===== config.mk =====
export PLATFORM = sky130hd
export DESIGN_NAME = cmh_ctrl
export DESIGN_NICKNAME = d
export VERILOG_FILES = /design/src/rtl/cmh_pkg.sv /design/src/rtl/cmh_ctrl.sv
export VERILOG_INCLUDE_DIRS = /design/src /design/src/rtl
export SDC_FILE = /design/constraint.sdc
export NUM_CORES = 1
export LEC_CHECK = 0
export BUFFER_PORTS_ARGS = -buffer_cell sky130_fd_sc_hd__buf_4
export CORE_MARGIN = 2
export CORE_UTILIZATION = 51
export DETAILED_ROUTE_END_ITERATION = 6
export HOLD_SLACK_MARGIN = 0.12
export PLACE_DENSITY = 0.87
export SLEW_MARGIN = 20
export SYNTH_ARGS = -nofsm -noshare
export SYNTH_HDL_FRONTEND = slang
export SYNTH_SLANG_ARGS = --single-unit

===== constraint.sdc =====
create_clock -name ref_clk_i -period 3.4 [get_ports ref_clk_i]
set_input_delay 0.34 -clock ref_clk_i [delete_from_list [all_inputs] [get_ports ref_clk_i]]
set_output_delay 0.34 -clock ref_clk_i [all_outputs]
set_load 0.03 [all_outputs]

===== src/rtl/cmh_consts.svh =====
// register offsets, field positions and reset values of the card host control block
`ifndef CMH_CONSTS_SVH
`define CMH_CONSTS_SVH

`define CMH_ADDR_STATUS 32'hFFF80040
`define CMH_ADDR_IEN_SET 32'hFFF80044
`define CMH_ADDR_IEN_CLR 32'hFFF80048
`define CMH_ADDR_IMASK 32'hFFF8004C
`define CMH_ADDR_DMA 32'hFFF80050
`define CMH_ADDR_CFG 32'hFFF80054

`define CMH_SR_UNDERRUN 31
`define CMH_SR_OVERRUN 30
`define CMH_SR_ACK_ERR 29
`define CMH_SR_ACK_RCV 28
`define CMH_SR_XFR_DONE 27
`define CMH_SR_LOW_W 27

`define CMH_IRQ_VALID 32'hFFFF313F
`define CMH_MASK_RESET 32'h00000000

`define CMH_DMA_OFS_LSB 0
`define CMH_DMA_CHK_LSB 4
`define CMH_DMA_EN_BIT 8
`define CMH_DMA_READ_PADDING_OPTION_BIT 12
`define CMH_DMA_RESET 32'h00000000

`define CMH_CFG_FIFO_BIT 0
`define CMH_CFG_FERR_BIT 4
`define CMH_CFG_HS_BIT 8
`define CMH_CFG_LAST_BLOCK_SYNC_BIT 12
`define CMH_CFG_RESET 32'h00000000

`define CMH_FIFO_BYTES 17'h00400
`define CMH_WORD_BYTES 17'h00004

`endif


===== src/rtl/cmh_pkg.sv =====
// types of the card host control block
package cmh_pkg;

	typedef struct packed {
		logic [31:0] mask;
		logic [1:0] dma_off;
		logic [1:0] dma_chk;
		logic dma_en;
		logic read_padding_option;
		logic fifo_mode;
		logic ferr;
		logic hs;
		logic last_block_sync;
		logic ack_rcv;
		logic ack_err;
		logic receive_overrun_flag;
		logic transmit_underrun_flag;
		logic xfr_done;
		logic [31:0] rdata;
		logic irq;
		logic [2:0] sync;
		logic clk_f;
		logic strobe;
		logic req;
		logic [4:0] chunk;
		logic [15:0] bytes;
		logic two_desc;
		logic wstart;
		logic cmd_send;
	} cmh_state_t;

endpackage


===== src/rtl/cmh_ctrl.sv =====
// status flags, interrupt mask, dma and configuration registers of the card host
//
// The implementer's own choice: strobed register access.
`timescale 1ns/1ps
`include "cmh_consts.svh"

module cmh_ctrl (
	input wire logic ref_clk_i,
	input wire logic reset_i,
	input wire logic clk_en_i,
	input wire logic [31:0] addr_i,
	input wire logic [31:0] wdata_i,
	input wire logic wr_i,
	input wire logic rd_i,
	output logic [31:0] rdata_o,
	input wire logic [26:0] status_low_i,
	input wire logic cmd_ready_i,
	input wire logic data_idle_i,
	input wire logic boot_ack_i,
	input wire logic boot_ack_bad_i,
	input wire logic rx_byte_lost_i,
	input wire logic tx_byte_empty_i,
	input wire logic data_cmd_i,
	input wire logic card_clk_i,
	input wire logic [15:0] block_length_i,
	input wire logic [16:0] fifo_level_i,
	input wire logic cmd_pending_i,
	input wire logic block_end_i,
	input wire logic xfer_end_i,
	input wire logic [15:0] block_count_i,
	output logic irq_o,
	output logic dma_req_o,
	output logic dma_handshake_enable_o,
	output logic [1:0] dma_offset_o,
	output logic [4:0] dma_chunk_size_o,
	output logic [15:0] dma_bytes_o,
	output logic dma_two_desc_o,
	output logic write_start_o,
	output logic drive_strobe_o,
	output logic high_speed_timing_o,
	output logic cmd_send_o
);
	import cmh_pkg::*;

	cmh_state_t st_r;
	cmh_state_t st_nxt;

	logic [31:0] status_now;
	logic sr_read;
	logic wr_set;
	logic wr_clr;
	logic wr_dma;
	logic wr_cfg;
	logic clk_rise;
	logic clk_fall;
	logic [16:0] blk_w;
	logic [16:0] chunk_bytes;
	logic [16:0] pad_sum;
	logic [16:0] start_level;

	always_comb
	begin
		status_now = {st_r.transmit_underrun_flag, st_r.receive_overrun_flag, st_r.ack_err, st_r.ack_rcv,
			st_r.xfr_done, status_low_i};
		sr_read = rd_i && (addr_i == `CMH_ADDR_STATUS);
		wr_dma = wr_i && (addr_i == `CMH_ADDR_DMA);
		wr_cfg = wr_i && (addr_i == `CMH_ADDR_CFG);
		// full 32-bit compare: no aliases answer inside the block
		wr_set = wr_i && (addr_i == `CMH_ADDR_IEN_SET);
		wr_clr = wr_i && (addr_i == `CMH_ADDR_IEN_CLR);
		blk_w = {1'b0, block_length_i};
		chunk_bytes = {12'h000, st_r.chunk} * `CMH_WORD_BYTES;
		pad_sum = blk_w + 17'h00003;
		// mask, dma and cfg fields and the sticky flags hold unless a write, a status read or an event moves them
		st_nxt = st_r;

		// register writes
		// reserved mask bits are dropped so the view never shows them
		if (wr_set)
		begin
			st_nxt.mask = st_r.mask | (wdata_i & `CMH_IRQ_VALID);
		end
		if (wr_clr)
		begin
			st_nxt.mask = st_r.mask & ~wdata_i;
		end
		if (wr_dma)
		begin
			st_nxt.dma_off = wdata_i[`CMH_DMA_OFS_LSB +: 2];
			st_nxt.dma_chk = wdata_i[`CMH_DMA_CHK_LSB +: 2];
			st_nxt.dma_en = wdata_i[`CMH_DMA_EN_BIT];
			st_nxt.read_padding_option = wdata_i[`CMH_DMA_READ_PADDING_OPTION_BIT];
		end
		if (wr_cfg)
		begin
			st_nxt.fifo_mode = wdata_i[`CMH_CFG_FIFO_BIT];
			st_nxt.ferr = wdata_i[`CMH_CFG_FERR_BIT];
			st_nxt.hs = wdata_i[`CMH_CFG_HS_BIT];
			st_nxt.last_block_sync = wdata_i[`CMH_CFG_LAST_BLOCK_SYNC_BIT];
		end

		// read data stands only in the cycle after the strobe
		st_nxt.rdata = 32'h00000000;
		if (rd_i)
		begin
			unique case (addr_i)
				`CMH_ADDR_STATUS:
				begin
					st_nxt.rdata = status_now;
				end
				`CMH_ADDR_IMASK:
				begin
					st_nxt.rdata = st_r.mask;
				end
				`CMH_ADDR_DMA:
				begin
					st_nxt.rdata[`CMH_DMA_OFS_LSB +: 2] = st_r.dma_off;
					st_nxt.rdata[`CMH_DMA_CHK_LSB +: 2] = st_r.dma_chk;
					st_nxt.rdata[`CMH_DMA_EN_BIT] = st_r.dma_en;
					st_nxt.rdata[`CMH_DMA_READ_PADDING_OPTION_BIT] = st_r.read_padding_option;
				end
				`CMH_ADDR_CFG:
				begin
					st_nxt.rdata[`CMH_CFG_FIFO_BIT] = st_r.fifo_mode;
					st_nxt.rdata[`CMH_CFG_FERR_BIT] = st_r.ferr;
					st_nxt.rdata[`CMH_CFG_HS_BIT] = st_r.hs;
					st_nxt.rdata[`CMH_CFG_LAST_BLOCK_SYNC_BIT] = st_r.last_block_sync;
				end
				default:
				begin
					st_nxt.rdata = 32'h00000000;
				end
			endcase
		end

		// flags: clears first, so a set in the same cycle wins
		if (cmd_ready_i && data_idle_i)
		begin
			st_nxt.xfr_done = 1'b1;
		end
		else
		begin
			st_nxt.xfr_done = 1'b0;
		end

		// the error flag goes with the received flag, so one read resets both
		if (sr_read)
		begin
			st_nxt.ack_rcv = 1'b0;
			st_nxt.ack_err = 1'b0;
		end
		if (boot_ack_i)
		begin
			st_nxt.ack_rcv = 1'b1;
		end
		if (boot_ack_bad_i)
		begin
			st_nxt.ack_err = 1'b1;
		end
		if (data_cmd_i)
		begin
			st_nxt.receive_overrun_flag = 1'b0;
			st_nxt.transmit_underrun_flag = 1'b0;
		end
		if (sr_read && st_r.ferr)
		begin
			st_nxt.receive_overrun_flag = 1'b0;
			st_nxt.transmit_underrun_flag = 1'b0;
		end
		if (wr_cfg && wdata_i[`CMH_CFG_FERR_BIT])
		begin
			st_nxt.transmit_underrun_flag = 1'b0;
		end
		if (rx_byte_lost_i)
		begin
			st_nxt.receive_overrun_flag = 1'b1;
		end
		if (tx_byte_empty_i)
		begin
			st_nxt.transmit_underrun_flag = 1'b1;
		end

		// irq follows registered flags, status_low_i and mask, one cycle behind them
		if (|(status_now & st_r.mask))
		begin
			st_nxt.irq = 1'b1;
		end
		else
		begin
			st_nxt.irq = 1'b0;
		end

		// card clock: only s2 reads s1; filtered level moves when s2 and s3 agree
		st_nxt.sync = {st_r.sync[1:0], card_clk_i};
		if (st_r.sync[1] == st_r.sync[2])
		begin
			st_nxt.clk_f = st_r.sync[2];
		end
		clk_rise = st_nxt.clk_f && !st_r.clk_f;
		clk_fall = !st_nxt.clk_f && st_r.clk_f;
		// default timing launches on the falling edge, so data settles for the rise
		if (st_r.hs)
		begin
			st_nxt.strobe = clk_rise;
		end
		else
		begin
			st_nxt.strobe = clk_fall;
		end

		// dma handshake
		unique case (st_r.dma_chk)
			2'b00:
			begin
				st_nxt.chunk = 5'h01;
			end
			2'b01:
			begin
				st_nxt.chunk = 5'h04;
			end
			2'b10:
			begin
				st_nxt.chunk = 5'h08;
			end
			2'b11:
			begin
				st_nxt.chunk = 5'h10;
			end
		endcase
		// relies on software keeping this low while the cpu moves data
		if (st_r.dma_en && (fifo_level_i >= chunk_bytes))
		begin
			st_nxt.req = 1'b1;
		end
		else
		begin
			st_nxt.req = 1'b0;
		end
		if (st_r.read_padding_option)
		begin
			st_nxt.bytes = pad_sum[15:0] & 16'hFFFC;
			st_nxt.two_desc = 1'b0;
		end
		else
		begin
			st_nxt.bytes = block_length_i;
			// a length off the word grid leaves a tail needing its own descriptor
			if (block_length_i[1:0] != 2'b00)
			begin
				st_nxt.two_desc = 1'b1;
			end
			else
			begin
				st_nxt.two_desc = 1'b0;
			end
		end

		// write start threshold
		if (blk_w >= ((`CMH_FIFO_BYTES >> 2) * 17'h00003))
		begin
			start_level = `CMH_FIFO_BYTES >> 1;
		end
		else if (blk_w >= (`CMH_FIFO_BYTES >> 1))
		begin
			start_level = `CMH_FIFO_BYTES >> 2;
		end
		else
		begin
			start_level = blk_w;
		end
		if (st_r.fifo_mode)
		begin
			start_level = `CMH_WORD_BYTES;
		end
		if (fifo_level_i >= start_level)
		begin
			st_nxt.wstart = 1'b1;
		end
		else
		begin
			st_nxt.wstart = 1'b0;
		end

		// pending command release
		st_nxt.cmd_send = 1'b0;
		if (cmd_pending_i)
		begin
			// infinite transfers have no end of transfer, so they sync per block
			if (st_r.last_block_sync && (block_count_i != 16'h0000))
			begin
				st_nxt.cmd_send = xfer_end_i;
			end
			else
			begin
				st_nxt.cmd_send = block_end_i;
			end
		end
	end

	always_ff @(posedge ref_clk_i)
	begin
		if (reset_i)
		begin
			st_r <= '0;
			st_r.mask <= `CMH_MASK_RESET;
		end
		else if (clk_en_i)
		begin
			st_r <= st_nxt;
		end
	end

	assign rdata_o = st_r.rdata;
	assign irq_o = st_r.irq;
	assign dma_req_o = st_r.req;
	assign dma_handshake_enable_o = st_r.dma_en;
	assign dma_offset_o = st_r.dma_off;
	assign dma_chunk_size_o = st_r.chunk;
	assign dma_bytes_o = st_r.bytes;
	assign dma_two_desc_o = st_r.two_desc;
	assign write_start_o = st_r.wstart;
	assign drive_strobe_o = st_r.strobe;
	assign high_speed_timing_o = st_r.hs;
	assign cmd_send_o = st_r.cmd_send;

endmodule // cmh_ctrl


# ---- After elaboration in Yosys (flattened, before gate mapping)
# Cells that the tools add are included.
dict set report totals {
  register_bits 110
  out_inout_bits 63
  input_bits 156
  elab_cells 109
}
dict set report classes {
  bitwise_logic 4
  n_eq_ne 10
  muxes 35
  n_lt_le_gt_ge 4
  addsub 1
  reduce_logical 30
}
# cell count
set op_table {}
lappend op_table {{32-bit == test, second input constant} 6}
lappend op_table {{32-bit two-way mux} 3}
lappend op_table {{32-bit AND} 2}
lappend op_table {{19-bit one-hot mux with 2 select lines} 1}
lappend op_table {{17-bit two-way mux} 2}
lappend op_table {{16-bit by 10-bit greater-or-equal comparator with 1-bit output, second input constant} 2}
lappend op_table {{16-bit two-way mux} 2}
lappend op_table {{32-bit inverter} 1}
lappend op_table {{32-bit bitwise OR} 1}
lappend op_table {{32-bit OR reduction} 1}
lappend op_table {{5-bit one-hot mux with 4 select lines} 1}
lappend op_table {{17-bit greater-or-equal comparator} 1}
lappend op_table {{17-bit by 7-bit greater-or-equal comparator with 1-bit output} 1}
lappend op_table {{16-bit by 2-bit adder with 16-bit output, second input constant} 1}
lappend op_table {{1-bit one-hot mux with 4 select lines} 4}
lappend op_table {{16-bit nonzero test} 1}
lappend op_table {{1-bit two-way mux} 14}
lappend op_table {{2-bit AND reduction} 7}
lappend op_table {{1-bit logical AND} 12}
lappend op_table {{2-bit one-hot mux with 2 select lines} 2}
lappend op_table {{2-bit nonzero test} 4}
lappend op_table {{2-bit two-way mux} 3}
lappend op_table {{1-bit one-hot mux with 3 select lines} 2}
lappend op_table {{3-bit one-hot mux with 2 select lines} 1}
lappend op_table {{7 further kinds} 9}

# ---- Logic depth before layout (Yosys ltp)
dict set report logic_depth {
  word_depth 6
  ltp_mapped 10
  ltp_nobuf 10
}

# ---- Worst setup path after synthesis
# OpenSTA, ideal clock, no wires.
dict set report synth_timing {
  path_kind {input-to-reg}
  from {in block_length_i[11]}
  to {reg st_r, in the netlist write_start_o}
  t_arrival_ns 2.593
  n_path_buf 0
  setup_slack_ns 0.685
  setup_ns 0.122
  stages 9
  path_cell_list {nor4_1 > nand2_1 > nor3_1 > nand2_1 > ha_1 > and4_1 > a211o_1 > a311o_1 > a311o_1}
}
dict set report synth_via {
  elab_chain_len 6
  elab_cells_between_ends 7
  classes_between {order compare (3); mux (4)}
}
# element line_no
set synth_rtl {}
lappend synth_rtl {{from (decl)} cmh_ctrl.sv:25} ;# input wire logic [15:0] block_length_i,
lappend synth_rtl {{16-bit by 10-bit greater-or-equal comparator with 1-bit output} cmh_ctrl.sv:263} ;# else if (blk_w >= (`CMH_FIFO_BYTES >> 1))
lappend synth_rtl {{16-bit two-way mux} cmh_ctrl.sv:263}
lappend synth_rtl {{16-bit two-way mux *} cmh_ctrl.sv:259} ;# if (blk_w >= ((`CMH_FIFO_BYTES >> 2) * 17'h00003))
lappend synth_rtl {{17-bit two-way mux *} cmh_ctrl.sv:271} ;# if (st_r.fifo_mode)
lappend synth_rtl {{17-bit greater-or-equal comparator *} cmh_ctrl.sv:275} ;# if (fifo_level_i >= start_level)
lappend synth_rtl {{1-bit two-way mux *} cmh_ctrl.sv:275}
lappend synth_rtl {{to (signal assigned)} cmh_ctrl.sv:309} ;# st_r <= st_nxt;
lappend synth_rtl {{to (decl)} cmh_ctrl.sv:45} ;# cmh_state_t st_r;
# Mark *: on every way between the ends. The rest lies on a longest branch, timed or not.
# A chain may end at the register's enable or synchronous reset.

# ---- Final worst setup path
# Ends and elaborated chain as after synthesis.

==> key figures <==
Timing
  • Max Slew Vio Count: 0
  • Setup Viol. Count Final: 0
  • Worst-margin pin slew: roughly 0.83 ns
  • Unrepaired setup endpoints after global routing: false
  • Fin Setup TNS: 0 ns
  • Hold Vio Cnt, Final: 0
  • Final period util: between 70 and 80%
  • Setup Skew: between 0.015 and 0.02 ns
  • Post-layout minimum cycle time: between 2 and 2.5 ns
  • Worst Hold Margin: between 0.1 and 0.15 ns
  • FMAX: around 410 MHz
  • Max-slew headroom: approximately 44%

Drt
  • Vias per inst: 5.89
  • 1st-pass router iterations: 5
  • ANT nets after route: 0
  • Total Wirelength: ~18000 um
  • DR DRC count: 0
  • DR vias: just over 6000
  • DR WL/cell: 17.3 um
  • Initial DRC count: approximately 500

Layout
  • Util after Layout: 65.5%
  • Diodes inserted: 0
  • Layout cells sized above 1: 30.4%
  • Layout overhead on the synthesized area: 26.0%
  • # fillers: just over 1000
  • Fin area: 0.00780 sq mm
  • Nets: between 1000 and 1500

Synthesis
  • Register area share after synthesis: a little over a third
  • Synth Instances: around 740
  • Post-Syn Area: ~0.0062 sq mm
  • Post-synth cell types: 67
  • EDFF count, synth: 0
  • Top FF cell, synth: dfxtp_1
  • Ys Warns: 0
  • Ys async rst share: 0%
  • Syn avg cell area: 8.37 sq um
  • Flops & latches, synth: between 100 and 150

Status
  • Status: completed

Clock network
  • Clock H-tree levels: 3
  • CTS root buf: clkbuf_16
  • # clock sinks: roughly 110
  • CTS Buffer Depth: 2
  • Num CTS Buffers: 9
  • Postcts setup bufs: 0
  • Clk slew on worst S/H paths: about 0.080 ns
  • Post-CTS resize count: 0
  • CTS tree: built
  • Cts hold-fix bufs: 0
  • Skew-Pair Late Insertion Delay: between 0.3 and 0.4 ns

Setup path
  • CP startpoint kind: input pin
  • Slowest cell on the critical path: a311o_1
  • CP max FO: 7
  • Setup CP Type: input pin to register
  • CP endpoint kind: register
  • Critical Path Max Stage Delay: roughly 0.31 ns
  • Critical Path RT: between 3 and 4 ns
  • Worst endpoint data arrival time: between 2 and 3 ns
  • Worst path cell trace: buf_4 -> nor4_1 -> nand2_1 -> nor3_1 -> buf_4 -> nand2_1 -> ha_1 -> and4_1 -> a211o_1 -> a311o_1 -> a311o_1

Power
  • Pleak: 3.15 nW
  • PwrDens: around 360 mW/mm^2
  • Peak VDD IR: between 0.0003 and 0.0004 V

Die
  • Die ar.: between 0.01 and 0.015 sq mm
  • Initial Util: roughly half
  • Number of top-level pins: 219
  • Die X: 114 um
  • Die extent in y: approximately 110 um
  • Core ar.: 0.0119 sq mm
  • Row cnt: 40

Global routing
  • Vias in the first global route: ~5600
  • Gr usage total: a little over a quarter
  • GRT Residual Overflow: 0
  • Global-route wire length before repair: approximately 28000 um
  • Largest net degree at the start of global routing: 57
  • Antenna violations before repair: 0

Place
  • IO Port Bufs: 217
  • RePlAce Congestion: between 0.8 and 0.9
  • Post-DP Area: approximately 0.0075 sq mm
  • DP Wirelength: roughly 14000 um

Flow run
  • Max-Cap Viols: 0

Worst hold path
  • Min-Delay Path Class: input pin to register
cell usage after synthesis, drive strengths merged, types with 5 or more instances:
cell	number	area share, %
nand2	83	5.0
nor4	16	2.2
dfxtp	109	35
a211oi	32	3.9
nand4	47	5.0
nand2b	11	1.1
and2	7	0.71
a21oi	35	3.3
nor3	9	0.81
nand3	14	1.1
nor2b	22	2.2
mux2i	12	1.9
and4	5	0.71
a221oi	11	1.9
and3	6	0.61
xor2	10	1.4
ha	20	4.0
clkbuf	33	2.0
a31oi	49	5.0
inv	16	0.97
o21ai	8	0.65
xnor2	5	0.71
buf	70	8.2
nor2	47	2.9
a22o	9	1.3
o21bai	5	0.61
a22oi	8	0.97
path summary, 6_finish.rpt:
check / from / to / slack, ns / cells past startpoint
setup / recovery: block_length_i[11] / write_start_o$_SDFFE_PP0P_ / 0.93 / 11
hold / removal: wdata_i[7] / st_r[85]$_SDFFE_PP0P_ / 0.15 / 2
setup reg to reg: st_r[71]$_SDFFE_PP0P_ / write_start_o$_SDFFE_PP0P_ / 1.03 / 8
hold reg to reg: cmd_send_o$_SDFFE_PP0P_ / cmd_send_o$_SDFFE_PP0P_ / 0.47 / 2
metal layers:
| layer | global-route usage (%) | part of all wire [%] |
|---|---|---|
| met3 | 5.66 | 7.4 |
| met1 | 34.2 | 41 |
| met5 | 0 | 0 |
| met2 | 44.7 | 48 |
| met4 | 9.19 | 3.2 |
power by group:
part           switching, mW  internal (mW)  leakage [nW]
registers             0.0138           1.30         0.884
clock network          0.551          0.535         0.153
logic                  0.224          0.201          2.11
total                  0.788           2.03          3.15
metrics by stage:
stage | power [mW] | setup slack (ns) | cells
CTS | 2.83 | 0.932 | 1031
floorplan | 1.55 | 0.685 | 744
finish | 2.82 | 0.933 | 1031
global route | 2.91 | 0.820 | 1031
global placement | 1.75 | 0.621 | 1015
detailed placement | 1.76 | 0.565 | 1015
area by class of cell:
| type | instances | area [sq um] | share of cell area, % |
|---|---|---|---|
| Inverter | 17 | 63.8 | 0.818 |
| Clock inverter | 7 | 86.3 | 1.11 |
| Tap cell | 147 | 184 | 2.36 |
| Timing Repair Buffer | 227 | 1700 | 21.9 |
| Clock buffer | 9 | 225 | 2.89 |
| Sequential cell | 109 | 2180 | 28.0 |
| Multi-Input combinational cell | 515 | 3350 | 43.0 |
logic make-up (layout without fill, tap and decap cells):
kind of cell / after synthesis / count (layout) / synth area share, %
AOI/OAI and AO/OA: 176 / 176 / 20.1
xor gates and xnor gates: 15 / 15 / 2.12
adders and majority gates: 20 / 20 / 4.04
buffers and inverters: 120 / 260 / 11.3
DFF: 109 / 109 / 35.3
muxes: 12 / 12 / 1.94
other: 2 / 7 / 0.121
and+or+nand+nor: 285 / 285 / 25.1
critical path: cells and delay by family:
family          cells  cell delay, ns
simple gates        5            0.88
compound gates      3            0.90
fa+ha+maj           1            0.29
buf+inv             2            0.30
placed cells by master (no fill, tap or decap), drive strengths merged, types with 3 or more instances in the layout:
| cell | n |
|---|---|
| xnor2 | 5 |
| clkbuf | 9 |
| nand2b | 11 |
| nor3 | 9 |
| and4 | 5 |
| nor2 | 47 |
| a211oi | 32 |
| buf | 227 |
| o21ai | 8 |
| and2 | 7 |
| nand4 | 47 |
| conb | 7 |
| and3 | 6 |
| ha | 20 |
| nand2 | 83 |
| nand3 | 14 |
| dfxtp | 109 |
| a22oi | 8 |
| a221oi | 11 |
| a22o | 9 |
| clkinv | 3 |
| inv | 21 |
| o21bai | 5 |
| nor4 | 16 |
| a31oi | 49 |
| xor2 | 10 |
| mux2i | 12 |
| a21oi | 35 |
| nor2b | 22 |
(Power assumes the default switching activity.)
